File: src/shared/hibir_consts.svh
`ifndef HIBIR_CONSTS_SVH
`define HIBIR_CONSTS_SVH

// interrupt configuration fields
`define HIBIR_GLOBAL_EN_BIT 4
`define HIBIR_TEMP_EN_MSB 3
`define HIBIR_CFG_RESET 8'h00
// error status bits that may raise an interrupt: [7:5] and [1:0]
`define HIBIR_ERR_MASK 8'hE3
`define HIBIR_TEMP_MASK 8'h0F

// pending-interrupt codes
`define HIBIR_PEND_SET 4'h1
`define HIBIR_PEND_CLR 4'h0

// request address: type code then hub select then read bit
`define HIBIR_LOCAL_TYPE 4'hA
`define HIBIR_MDB 8'h00
`define HIBIR_CRC_POLY 8'h07
`define HIBIR_CRC_INIT 8'h00

// bus-available time and its cycle count at the core clock
`define HIBIR_AVAL_NS 1000
`define HIBIR_CLK_MHZ 100
`define HIBIR_AVAL_CYC ((`HIBIR_AVAL_NS * `HIBIR_CLK_MHZ + 999) / 1000)

`endif

File: src/shared/hibir_pkg.sv
package hibir_pkg;

    typedef enum logic [2:0] {
        ST_IDLE,
        ST_ARM,
        ST_ADDR,
        ST_ACK,
        ST_DATA,
        ST_WAIT
    } hibir_state_t;

endpackage

File: src/logic/hibir_requester.sv
`timescale 1ns/10ps
`include "hibir_consts.svh"

module hibir_requester (
    // clock and reset
    input wire logic ref_clk,
    input wire logic rst,
    // configuration
    input wire logic i3cMode,
    input wire logic pecEnable,
    input wire logic [2:0] hubSelectCode,
    input wire logic cfgWrite,
    input wire logic [7:0] cfgData,
    // event status from the sensor logic
    input wire logic [7:0] tempEventStatus,
    input wire logic [7:0] errorEventStatus,
    // host bus pins
    input wire logic hostClockLine,
    input wire logic hostDataIn,
    output logic hostDataOut,
    output logic hostDataOe,
    // status
    output logic [7:0] interruptConfig,
    output logic ibiStatusFlag,
    output logic [3:0] pendingBits,
    output logic ibiBusy
);

    hibir_pkg::hibir_state_t state_reg;
    logic [7:0] cfg_reg;
    logic sclMeta_reg, sclSync_reg, sclPrev_reg;
    logic sdaMeta_reg, sdaSync_reg, sdaPrev_reg;
    logic [7:0] tempPrev_reg, errPrev_reg;
    logic flag_reg, reqPend_reg;
    logic [3:0] pend_reg;
    logic [11:0] idleCnt_reg;
    logic [3:0] bitCnt_reg;
    logic [1:0] byteIdx_reg;
    logic [7:0] shift_reg, tempCap_reg, errCap_reg;
    logic drvBit_reg, pushPull_reg, ack_reg;

    function automatic logic [7:0] crc8(input logic [7:0] crc, input logic [7:0] data);
        logic [7:0] c;
        c = crc ^ data;
        for (int i = 0; i < 8; i++) begin
            c = c[7] ? ((c << 1) ^ `HIBIR_CRC_POLY) : (c << 1);
        end
        return c;
    endfunction

    function automatic logic [7:0] byteAt(input logic [1:0] idx, input logic [7:0] t,
                                          input logic [7:0] e, input logic [7:0] p);
        logic [7:0] b;
        b = `HIBIR_MDB;
        if (idx == 2'h1) begin
            b = t;
        end else if (idx == 2'h2) begin
            b = e;
        end else if (idx == 2'h3) begin
            b = p;
        end
        return b;
    endfunction

    // bus edges, seen only through the second sync stage
    wire sclRise = sclSync_reg & ~sclPrev_reg;
    wire sclFall = ~sclSync_reg & sclPrev_reg;
    wire sdaRise = sdaSync_reg & ~sdaPrev_reg;
    wire sdaFall = ~sdaSync_reg & sdaPrev_reg;
    wire busStart = sdaFall & sclSync_reg & sclPrev_reg;
    wire busStop = sdaRise & sclSync_reg & sclPrev_reg;
    wire anyEdge = sclRise | sclFall | sdaRise | sdaFall;

    wire globalEn = cfg_reg[`HIBIR_GLOBAL_EN_BIT];
    wire [7:0] errRise = errorEventStatus & ~errPrev_reg & `HIBIR_ERR_MASK;
    wire [7:0] tempRise = tempEventStatus & ~tempPrev_reg & `HIBIR_TEMP_MASK;
    wire [3:0] tempHit = tempRise[3:0] & cfg_reg[`HIBIR_TEMP_EN_MSB:0];
    wire flagEvt = (|errRise) | (|tempHit);
    wire reqEvt = globalEn & flagEvt;

    wire [7:0] addrByte = {`HIBIR_LOCAL_TYPE, hubSelectCode, 1'b1};
    wire [7:0] pecByte = crc8(crc8(crc8(crc8(`HIBIR_CRC_INIT, addrByte), `HIBIR_MDB), tempCap_reg), errCap_reg);
    wire [1:0] lastIdx = pecEnable ? 2'h3 : 2'h2;
    wire [1:0] nextIdx = byteIdx_reg + 2'h1;
    wire [7:0] nextByte = byteAt(nextIdx, tempCap_reg, errCap_reg, pecByte);

    wire isIdle = state_reg == hibir_pkg::ST_IDLE;
    wire idleDone = idleCnt_reg == 12'(`HIBIR_AVAL_CYC);
    wire canReq = isIdle & reqPend_reg & i3cMode;
    wire goSelf = canReq & idleDone & ~busStart;
    wire goHost = canReq & busStart;
    wire lostArb = (state_reg == hibir_pkg::ST_ADDR) & sclRise & drvBit_reg & ~sdaSync_reg;
    wire abortT = (state_reg == hibir_pkg::ST_DATA) & sclRise & (bitCnt_reg == 4'h9)
                  & drvBit_reg & ~sdaSync_reg;
    wire doneEvt = (state_reg == hibir_pkg::ST_DATA) & sclFall & (bitCnt_reg == 4'h9)
                   & ~drvBit_reg;

    assign hostDataOut = pushPull_reg & drvBit_reg;
    assign hostDataOe = ~isIdle & (pushPull_reg | ~drvBit_reg);
    assign interruptConfig = cfg_reg;
    assign ibiStatusFlag = flag_reg;
    assign pendingBits = pend_reg;
    assign ibiBusy = ~isIdle;

    always_ff @(posedge ref_clk or posedge rst) begin
        if (rst) begin
            {sclMeta_reg, sclSync_reg, sclPrev_reg} <= 3'h7;
            {sdaMeta_reg, sdaSync_reg, sdaPrev_reg} <= 3'h7;
        end else begin
            {sclMeta_reg, sclSync_reg, sclPrev_reg} <= {hostClockLine, sclMeta_reg, sclSync_reg};
            {sdaMeta_reg, sdaSync_reg, sdaPrev_reg} <= {hostDataIn, sdaMeta_reg, sdaSync_reg};
        end
    end

    always_ff @(posedge ref_clk or posedge rst) begin
        if (rst) begin
            cfg_reg <= `HIBIR_CFG_RESET;
            tempPrev_reg <= 8'h00;
            errPrev_reg <= 8'h00;
        end else begin
            if (cfgWrite) begin
                cfg_reg <= cfgData;
            end
            tempPrev_reg <= tempEventStatus;
            errPrev_reg <= errorEventStatus;
        end
    end

    // a new event in the completion cycle wins over the clear
    always_ff @(posedge ref_clk or posedge rst) begin
        if (rst) begin
            flag_reg <= 1'b0;
            pend_reg <= `HIBIR_PEND_CLR;
            reqPend_reg <= 1'b0;
        end else if (flagEvt) begin
            flag_reg <= 1'b1;
            pend_reg <= `HIBIR_PEND_SET;
            reqPend_reg <= reqPend_reg | reqEvt;
        end else if (doneEvt) begin
            flag_reg <= 1'b0;
            pend_reg <= `HIBIR_PEND_CLR;
            reqPend_reg <= 1'b0;
        end
    end

    // quiet-bus timer, restarted by any edge or while busy
    always_ff @(posedge ref_clk or posedge rst) begin
        if (rst) begin
            idleCnt_reg <= 12'h000;
        end else if (anyEdge | ~isIdle) begin
            idleCnt_reg <= 12'h000;
        end else if (!idleDone) begin
            idleCnt_reg <= idleCnt_reg + 12'h001;
        end
    end

    always_ff @(posedge ref_clk or posedge rst) begin
        if (rst) begin
            state_reg <= hibir_pkg::ST_IDLE;
            bitCnt_reg <= 4'h0;
            byteIdx_reg <= 2'h0;
            shift_reg <= 8'h00;
            drvBit_reg <= 1'b1;
            pushPull_reg <= 1'b0;
            ack_reg <= 1'b0;
            tempCap_reg <= 8'h00;
            errCap_reg <= 8'h00;
        end else if (!isIdle && busStop) begin
            // a stop ends any transfer; flags are cleared only on completion
            state_reg <= hibir_pkg::ST_IDLE;
            drvBit_reg <= 1'b1;
            pushPull_reg <= 1'b0;
        end else begin
            case (state_reg)
                hibir_pkg::ST_IDLE: begin
                    if (goSelf || goHost) begin
                        state_reg <= hibir_pkg::ST_ARM;
                        drvBit_reg <= ~goSelf;
                        pushPull_reg <= 1'b0;
                    end
                end
                hibir_pkg::ST_ARM: begin
                    if (sclFall) begin
                        drvBit_reg <= addrByte[7];
                        shift_reg <= {addrByte[6:0], 1'b0};
                        bitCnt_reg <= 4'h1;
                        state_reg <= hibir_pkg::ST_ADDR;
                    end
                end
                hibir_pkg::ST_ADDR: begin
                    if (lostArb) begin
                        drvBit_reg <= 1'b1;
                        state_reg <= hibir_pkg::ST_WAIT;
                    end else if (sclFall && bitCnt_reg == 4'h8) begin
                        drvBit_reg <= 1'b1;
                        state_reg <= hibir_pkg::ST_ACK;
                    end else if (sclFall) begin
                        drvBit_reg <= shift_reg[7];
                        shift_reg <= {shift_reg[6:0], 1'b0};
                        bitCnt_reg <= bitCnt_reg + 4'h1;
                    end
                end
                hibir_pkg::ST_ACK: begin
                    if (sclRise) begin
                        ack_reg <= ~sdaSync_reg;
                        tempCap_reg <= tempEventStatus;
                        errCap_reg <= errorEventStatus;
                    end else if (sclFall && ack_reg) begin
                        drvBit_reg <= 1'(`HIBIR_MDB >> 7);
                        shift_reg <= `HIBIR_MDB;
                        pushPull_reg <= 1'b1;
                        bitCnt_reg <= 4'h1;
                        byteIdx_reg <= 2'h0;
                        state_reg <= hibir_pkg::ST_DATA;
                    end else if (sclFall) begin
                        state_reg <= hibir_pkg::ST_WAIT;
                    end
                end
                hibir_pkg::ST_DATA: begin
                    if (abortT) begin
                        pushPull_reg <= 1'b0;
                        state_reg <= hibir_pkg::ST_WAIT;
                    end else if (sclFall && bitCnt_reg < 4'h8) begin
                        drvBit_reg <= shift_reg[6];
                        shift_reg <= {shift_reg[6:0], 1'b0};
                        bitCnt_reg <= bitCnt_reg + 4'h1;
                    end else if (sclFall && bitCnt_reg == 4'h8) begin
                        // T=1 is released so the host may pull it low to abort
                        drvBit_reg <= byteIdx_reg != lastIdx;
                        pushPull_reg <= byteIdx_reg == lastIdx;
                        bitCnt_reg <= 4'h9;
                    end else if (sclFall && drvBit_reg) begin
                        drvBit_reg <= nextByte[7];
                        shift_reg <= nextByte;
                        pushPull_reg <= 1'b1;
                        byteIdx_reg <= nextIdx;
                        bitCnt_reg <= 4'h1;
                    end else if (sclFall) begin
                        drvBit_reg <= 1'b1;
                        pushPull_reg <= 1'b0;
                        state_reg <= hibir_pkg::ST_WAIT;
                    end
                end
                default: begin
                    drvBit_reg <= 1'b1;
                    pushPull_reg <= 1'b0;
                end
            endcase
        end
    end

    a_legacy_no_ibi: assert property (@(posedge ref_clk) disable iff (rst)
        (isIdle && !i3cMode) |=> isIdle)
        else $error("request started outside I3C mode");

    a_reset_disabled: assert property (@(posedge ref_clk) disable iff (rst)
        (!globalEn && !reqPend_reg) |=> !reqPend_reg)
        else $error("request armed while globally disabled");

    a_err_arms_req: assert property (@(posedge ref_clk) disable iff (rst)
        (globalEn && |errRise) |=> reqPend_reg && flag_reg && pend_reg == `HIBIR_PEND_SET)
        else $error("enabled error did not arm a request");

    a_err_flag_only: assert property (@(posedge ref_clk) disable iff (rst)
        (!globalEn && |errRise) |=> flag_reg && pend_reg == `HIBIR_PEND_SET && $stable(reqPend_reg))
        else $error("disabled error handled wrongly");

    a_temp_flag: assert property (@(posedge ref_clk) disable iff (rst)
        (|tempHit) |=> flag_reg && pend_reg == `HIBIR_PEND_SET && (reqPend_reg || !$past(globalEn)))
        else $error("temperature event not recorded");

    a_self_start: assert property (@(posedge ref_clk) disable iff (rst)
        (goSelf && !busStop) |=> state_reg == hibir_pkg::ST_ARM && hostDataOe && !hostDataOut)
        else $error("quiet-bus request did not pull data low");

    a_addr_first_bit: assert property (@(posedge ref_clk) disable iff (rst)
        (state_reg == hibir_pkg::ST_ARM && sclFall && !busStop) |=> state_reg == hibir_pkg::ST_ADDR
        && drvBit_reg == addrByte[7] && bitCnt_reg == 4'h1)
        else $error("address bit 7 not driven on first fall");

    a_done_clears: assert property (@(posedge ref_clk) disable iff (rst)
        (doneEvt && !flagEvt) |=> !flag_reg && pend_reg == `HIBIR_PEND_CLR && !reqPend_reg)
        else $error("completion did not clear status");

    a_nack_keeps: assert property (@(posedge ref_clk) disable iff (rst)
        (state_reg == hibir_pkg::ST_ACK && sclFall && !ack_reg && !busStop)
        |=> state_reg == hibir_pkg::ST_WAIT && $stable(flag_reg) && !hostDataOe)
        else $error("nack did not leave status intact");

    a_last_t_zero: assert property (@(posedge ref_clk) disable iff (rst)
        (state_reg == hibir_pkg::ST_DATA && sclFall && bitCnt_reg == 4'h8 && !busStop && !abortT)
        |=> drvBit_reg == ($past(byteIdx_reg) != $past(lastIdx)) && bitCnt_reg == 4'h9)
        else $error("transition bit value wrong");

endmodule // hibir_requester

File: config.mk
export PLATFORM = sky130hd
export DESIGN_NAME = hibir_requester
export DESIGN_NICKNAME = d
export VERILOG_FILES = /design/src/shared/hibir_pkg.sv /design/src/logic/hibir_requester.sv
export VERILOG_INCLUDE_DIRS = /design/src /design/src/shared
export SDC_FILE = /design/constraint.sdc
export NUM_CORES = 1
export LEC_CHECK = 0
export ABC_AREA = 1
export BUFFER_PORTS_ARGS = -buffer_cell sky130_fd_sc_hd__clkbuf_2
export CELL_PAD_IN_SITES_DETAIL_PLACEMENT = 0
export CELL_PAD_IN_SITES_GLOBAL_PLACEMENT = 1
export CORE_UTILIZATION = 40
export CTS_BUF_LIST = sky130_fd_sc_hd__clkbuf_2 sky130_fd_sc_hd__clkbuf_4 sky130_fd_sc_hd__clkbuf_8
export CTS_CLUSTER_DIAMETER = 100
export CTS_CLUSTER_SIZE = 10
export DETAILED_ROUTE_END_ITERATION = 16
export GPL_TIMING_DRIVEN = 0
export PLACE_DENSITY_LB_ADDON = 0.1
export SYNTH_ARGS = -nofsm -noshare
export SYNTH_HDL_FRONTEND = slang
export SYNTH_SLANG_ARGS = --single-unit
File: constraint.sdc
create_clock -name ref_clk -period 2.7 [get_ports ref_clk]
set_clock_uncertainty 0.05 [all_clocks]
set_input_delay 0.54 -clock ref_clk [delete_from_list [all_inputs] [get_ports ref_clk]]
set_output_delay 0.54 -clock ref_clk [all_outputs]
set_load 0.02 [all_outputs]
# After elaboration in Yosys (flattened, before gate mapping)
# Cells that the tools add are included.
[classes] n_addsub=3 order_cmp=1 n_eq_ne=38 n_mux=104 bitwise_logic=79 n_reduce_logical=22
[op_table] cell="$mux W3" n=40
[op_table] cell="$mux W8" n=13
[op_table] cell="$not A3 Y3" n=30
[op_table] cell="$mux W4" n=12
[op_table] cell="$pmux W8 S4" n=1
[op_table] cell="$and A1 B1 Y1" n=26
[op_table] cell="$mux W1" n=25
[op_table] cell="$mux W12" n=2
[op_table] cell="$ne A2 B2 Y1 const B" n=9
[op_table] cell="$pmux W4 S4" n=1
[op_table] cell="$reduce_and A8 Y1" n=2
[op_table] cell="$xor A8 B8 Y8" n=2
[op_table] cell="$pmux W3 S5" n=1
[op_table] cell="$add A12 B1 Y12 const B" n=1
[op_table] cell="$eq A12 B7 Y1 const B" n=1
[op_table] cell="$mux W2" n=6
[op_table] cell="$ne A4 B4 Y1 const B" n=3
[op_table] cell="$reduce_and A11 Y1" n=1
[op_table] cell="$reduce_and A10 Y1" n=1
[op_table] cell="$ne A3 B3 Y1 const B" n=3
[op_table] cell="$not A1 Y1" n=9
[op_table] cell="$and A4 B4 Y4" n=2
[op_table] cell="$and A8 B8 Y8" n=1
[op_table] cell="$eq A4 B4 Y1 const B" n=2
[op_table] cell="other kinds (36)" n=53
[totals] regBits=80 out_inout_bits=16 word_cells=269

# Longest topological paths before layout
[depth] word_depth=69 mapped_depth=22

# Worst setup path after synthesis
# No wires, ideal clock.
[synth_path] path_type="input port to flip-flop" startpoint="in hubSelectCode[0]" endpoint="reg shift_reg[4]" setup_ns=0.116 arrival_time_ns=2.101 slack_ns=0.432 cell_stages=22 path_cell_list="inv_2 ha_1 inv_1 nand2_1 nand2_1 nand2_1 nand2_2 inv_1 nand2_1 nand2_1 nand2_1 nand2_1 inv_1 nand3_1 nand2_1 nand2_1 nand3_1 nand2_1 nand2_1 nand2_1 nand2_1 nand2_1"
[synth_via] elab_chain_len=25
[synth_rtl] item="start: declaration" line_no="hibir_requester.sv:11" source="input wire logic [2:0] hubSelectCode,"
[synth_rtl] item="$not A3 Y3 (no source line) (*)"
[synth_rtl] item="$mux W3 (*)" line_no="hibir_requester.sv:46" source="c = c[7] ? ((c << 1) ^ `HIBIR_CRC_POLY) : (c << 1);"
[synth_rtl] item="$mux W3 or $not A3 Y3 (tied branches)"
[synth_rtl] item="$not A3 Y3 (no source line) or $mux W3 (tied branches)"
[synth_rtl] item="$mux W3 or $not A3 Y3 (tied branches)"
[synth_rtl] item="$xor A8 B8 Y8 (*)" line_no="hibir_requester.sv:44" source="c = crc ^ data;"
[synth_rtl] item="$mux W3" line_no="hibir_requester.sv:46"
[synth_rtl] item="$not A3 Y3 (no source line) or $xor A8 B8 Y8 (tied branches)"
[synth_rtl] item="[... 9 more ...]"
[synth_rtl] item="$mux W8 (*)" line_no="hibir_requester.sv:59" source="end else if (idx == 2'h3) begin"
[synth_rtl] item="$mux W8 (*)" line_no="hibir_requester.sv:57" source="end else if (idx == 2'h2) begin"
[synth_rtl] item="$mux W8 (*)" line_no="hibir_requester.sv:55" source="if (idx == 2'h1) begin"
[synth_rtl] item="$mux W8 (*)" line_no="hibir_requester.sv:232" source="end else if (sclFall && drvBit_reg) begin"
[synth_rtl] item="$mux W8 (*)" line_no="hibir_requester.sv:227" source="end else if (sclFall && bitCnt_reg == 4'h8) begin"
[synth_rtl] item="$mux W8 (*)" line_no="hibir_requester.sv:223" source="end else if (sclFall && bitCnt_reg < 4'h8) begin"
[synth_rtl] item="$mux W8 (*)" line_no="hibir_requester.sv:220" source="if (abortT) begin"
[synth_rtl] item="$pmux W8 S4 (*)" line_no="hibir_requester.sv:174" source="case (state_reg)"
[synth_rtl] item="end signal: assignment" line_no="hibir_requester.sv:185" source="shift_reg <= {addrByte[6:0], 1'b0};"
[synth_rtl] item="end signal: assignment" line_no="hibir_requester.sv:225" source="shift_reg <= {shift_reg[6:0], 1'b0};"
[synth_rtl] item="end signal: assignment" line_no="hibir_requester.sv:234" source="shift_reg <= nextByte;"
[synth_rtl] item="end: declaration" line_no="hibir_requester.sv:39" source="logic [7:0] shift_reg, tempCap_reg, errCap_reg;"
# Every way passes the cells marked *; elsewhere a longest branch is shown, timed or not. The select of a mux whose other input is x is not followed.
# A chain may end at the register's enable or synchronous reset.

# Worst setup path after layout
[layout_path] startpoint="reg sclPrev_reg" endpoint="reg shift_reg[6]"
[layout_via] elab_chain_len=8
[layout_rtl] item="start: declaration" line_no="hibir_requester.sv:31" source="logic sclMeta_reg, sclSync_reg, sclPrev_reg;"
[layout_rtl] item="start signal: assignment" line_no="hibir_requester.sv:110" source="{sclMeta_reg, sclSync_reg, sclPrev_reg} <= {hostClockLine, sclMeta_reg, sclSync_reg};"
[layout_rtl] item="$not A1 Y1" line_no="hibir_requester.sv:66" source="wire sclRise = sclSync_reg & ~sclPrev_reg;"
[layout_rtl] item="$and A1 B1 Y1" line_no="hibir_requester.sv:66"
[layout_rtl] item="$and A1 B1 Y1 (2 in series)" line_no="hibir_requester.sv:93" source="wire abortT = (state_reg == hibir_pkg::ST_DATA) & sclRise & (bitCnt_reg == 4'h9)"
[layout_rtl] item="$and A1 B1 Y1 (2 in series)" line_no="hibir_requester.sv:94" source="& drvBit_reg & ~sdaSync_reg;"
[layout_rtl] item="$ne A2 B2 Y1 (no source line)"
[layout_rtl] item="$reduce_and A11 Y1 (no source line)"
[layout_rtl] item="end signal: assignment" line_no="hibir_requester.sv:185"
[layout_rtl] item="end signal: assignment" line_no="hibir_requester.sv:199" source="shift_reg <= {shift_reg[6:0], 1'b0};"
[layout_rtl] item="end signal: assignment" line_no="hibir_requester.sv:210" source="shift_reg <= `HIBIR_MDB;"
# Parallel ways exist; a longest one is shown, timed or not. The select of a mux whose other input is x is not followed.

==> key figures <==
Placement
  – Port Buffers: 46
  – Global placer's final weighted congestion: 0.860
  – Hpwl dp: 9.54 mm
  – DP Worst Slack: -0.116 ns
  – Placed inst area: 5120 um^2

Run status
  – Status: finished, violations left
  – Failing checks: DRC

Logic synthesis
  – Top post-synthesis cells by area: dfrtp_1, nand2_1, inv_1
  – Top cell type's share of synthesized area: 0.354
  – Synth cell types: 43
  – Post-synth EDFFs: 0
  – Fraction of registers with async set or reset after synthesis: 1.00
  – Mapped Cells: 649
  – Synth area leader: dfrtp_1
  – Cell area after synthesis: 4670 um^2
  – Avg Inst Size Synth: 7.19 um^2
  – Ys flop type: dfrtp_1
  – #FFs+latches synth: 73
  – Warnings, synthesis: 0
  – Sequential cell area fraction in the yosys report: 0.393

Critical path
  – R2r setup slk: 0.19 ns
  – CP max FO: 8
  – Startpoint Class: register
  – Reg-to-reg endpoint: shift_reg[6]$_DFFE_PP0P_
  – Reg2reg start: sclPrev_reg$_DFF_PP1_
  – Critical setup path kind: register to register
  – FF-to-FF path depth: 11
  – Setup crit end kind: register
  – Worst Path Arrival: 2.72 ns
  – Data required, critical path: 2.90 ns

GRT
  – Largest net degree at the start of global routing: 63
  – GRT Total Usage: 0.222
  – Initial antenna violation count: 0
  – Gr ovfl total: 0
  – Met1 GRT Util: 0.313
  – Grt met2 use: 0.335
  – First-pass GRT wire length: 20.0 mm
  – M3 GR Usage: 0.0541
  – Gr busiest metal: met2
  – Vias in the first global route: 4,101

Min path
  – HP Class: input pin to async pin

Cells and area
  – Largest register FFs: 12
  – Fill cell count: 1,196
  – Area of the multi-input gates: 2420 um^2
  – Area Overhead vs Synth: 14.3%
  – Share of layout cells above drive strength 1: 0.173
  – Most frequent cells in the layout: nand2_1, inv_1, dfrtp_1, a21oi_1, clkbuf_2
  – Final core utilization: 0.467
  – Commonest non-fill, non-tap cell in the layout: nand2_1
  – Register area: 1840 um^2
  – Final instance area: 5340 um^2
  – Layout net count: 757
  – # diodes: 0

Clocking
  – Register clock-pin slew on the reported worst setup and hold paths: 0.09 ns
  – Inserted Clock Buffers: 9
  – Max Root-Sink Buffers: 2
  – CTS sink count: 73
  – H-tree depth: 3
  – CTS tree: built
  – CTS Hold Bufs: 0
  – CTS root buffer: clkbuf_8
  – Clk_lat worst skew: 0.37 ns

Die
  – # rows: 39
  – Die H: 110 um
  – IO Count: 50
  – Die W: 110 um
  – Die area: 12,100 um^2
  – Initial Utilization: 0.409
  – Core area: 11,400 um^2

Power
  – Pwr Density: 1090 nW/um^2
  – Static Leakage: 2.76 nW
  – VDD IR-drop max: 0.564 mV

STA
  – Worst Tran Pin Value: 0.911 ns
  – Max-slew violation count: 0
  – Worst hold slack: 0.0140 ns
  – Fmax: 398 MHz
  – Relative slew slack: 0.377
  – Final cycle utilization of the critical path: 0.931
  – Fin crit period: 2.51 ns
  – Worst Setup Slack, final: 0.187 ns
  – Setup total negative slack: 0 ns
  – Final Hold Fails: 0
  – Setup violations, final: 0

Route
  – Vias per cell: 5.04
  – Post-detailed-route count of antenna-violating nets: 0
  – Post-DR wirelength/cell: 14.2 um
  – First-pass iteration count of the detailed router: 11
  – Vias post-DR: 4,331
  – DRT Wirelength: 12.2 mm
  – # DRC: 2
  – Iter 0 DRT Violations: 172

Job
  – Maximum capacitance violations: 0
[kinds of logic (layout without fill, tap and decap cells)]
kind of cell | count (synthesis) | after routing | synth area share
and+or+nand+nor | 323 | 323 | 0.305
AOI/OAI and AO/OA | 115 | 115 | 0.136
buffers and inverters | 109 | 174 | 0.0916
DFF | 73 | 73 | 0.393
adders and majority gates | 12 | 12 | 0.0322
xor gates and xnor gates | 11 | 11 | 0.0295
muxes | 5 | 5 | 0.0121
other | 1 | 3 | 0.000803
[report_power, final]
group | switching, W | internal, W
Sequential | 0.000279 | 0.00138
Combinational | 0.00214 | 0.00111
Clock | 0.000463 | 0.000440
Total | 0.00288 | 0.00293
[stage by stage]
| stage | power (W) | instances |
|---|---|---|
| 2_1_floorplan | 0.00408 | 651 |
| 3_3_place_gp | 0.00481 | 840 |
| 3_5_place_dp | 0.00486 | 841 |
| 4_1_cts | 0.00579 | 857 |
| 5_1_grt | 0.00642 | 859 |
| 6_report | 0.00582 | 859 |
[metal layers]
metal / part of all wire / up-vias
li1: - / 2207
met4: 0.012 / 0
met3: 0.054 / 18
met5: 0 / -
met1: 0.50 / 1999
met2: 0.44 / 107
[worst max-delay path, cell delays in order (launching register included)]
cell	delay [ns]
dfstp_2	0.55
ha_1	0.13
buf_2	0.21
nand2_1	0.08
nand2_1	0.13
inv_1	0.09
nor4_4	0.31
nand2_2	0.11
nor3_4	0.33
o21ai_1	0.14
a21oi_1	0.17
a21boi_1	0.09
[layout make-up]
type,count,share of cell area
Buffer,12,0.0115
Clock buffer,10,0.0246
Clock inverter,6,0.0127
Inverter,97,0.0692
Multi-Input combinational cell,469,0.453
Sequential cell,73,0.344
Tap cell,143,0.0335
Timing Repair Buffer,49,0.0511
[synthesized netlist by cell type (4+ instances only)]
cell and count:
dfrtp_1 66, nand3_1 46, nand2_1 195, ha_1 12, mux2_2 5, o211ai_1 7
o21ai_0 39, inv_2 11, nand2_4 4, o22ai_1 4, a31oi_1 6, nand2_2 8
nor2_1 37, xor2_1 5, inv_1 84, nor3_1 14, nand4_1 5, a21oi_1 46
dfstp_2 7, nor2_2 6, clkbuf_1 6, buf_4 4
[worst max path at each step]
stage,startpoint,slack [ns],endpoint
3_5_place_dp,hubSelectCode[0],-0.12,shift_reg[4]$_DFFE_PP0P_
4_1_cts,sclSync_reg$_DFF_PP1_,0.04,shift_reg[6]$_DFFE_PP0P_
3_3_place_gp,rst,-0.73,bitCnt_reg[2]$_DFFE_PP0P_
6_report,sclPrev_reg$_DFF_PP1_,0.19,shift_reg[6]$_DFFE_PP0P_
5_1_grt,sclPrev_reg$_DFF_PP1_,-0.004,shift_reg[6]$_DFFE_PP0P_
2_1_floorplan,rst,0.27,ack_reg$_DFFE_PP0P_
[what timing repair did]
| action | 4_1_cts | 5_1_grt |
|---|---|---|
| endpoints found under the setup margin | 0 | 8 |
| gates resized for setup | 0 | 2 |
| buffers inserted | 0 | 2 |
Note: power is estimated with default switching activity, not from simulation.
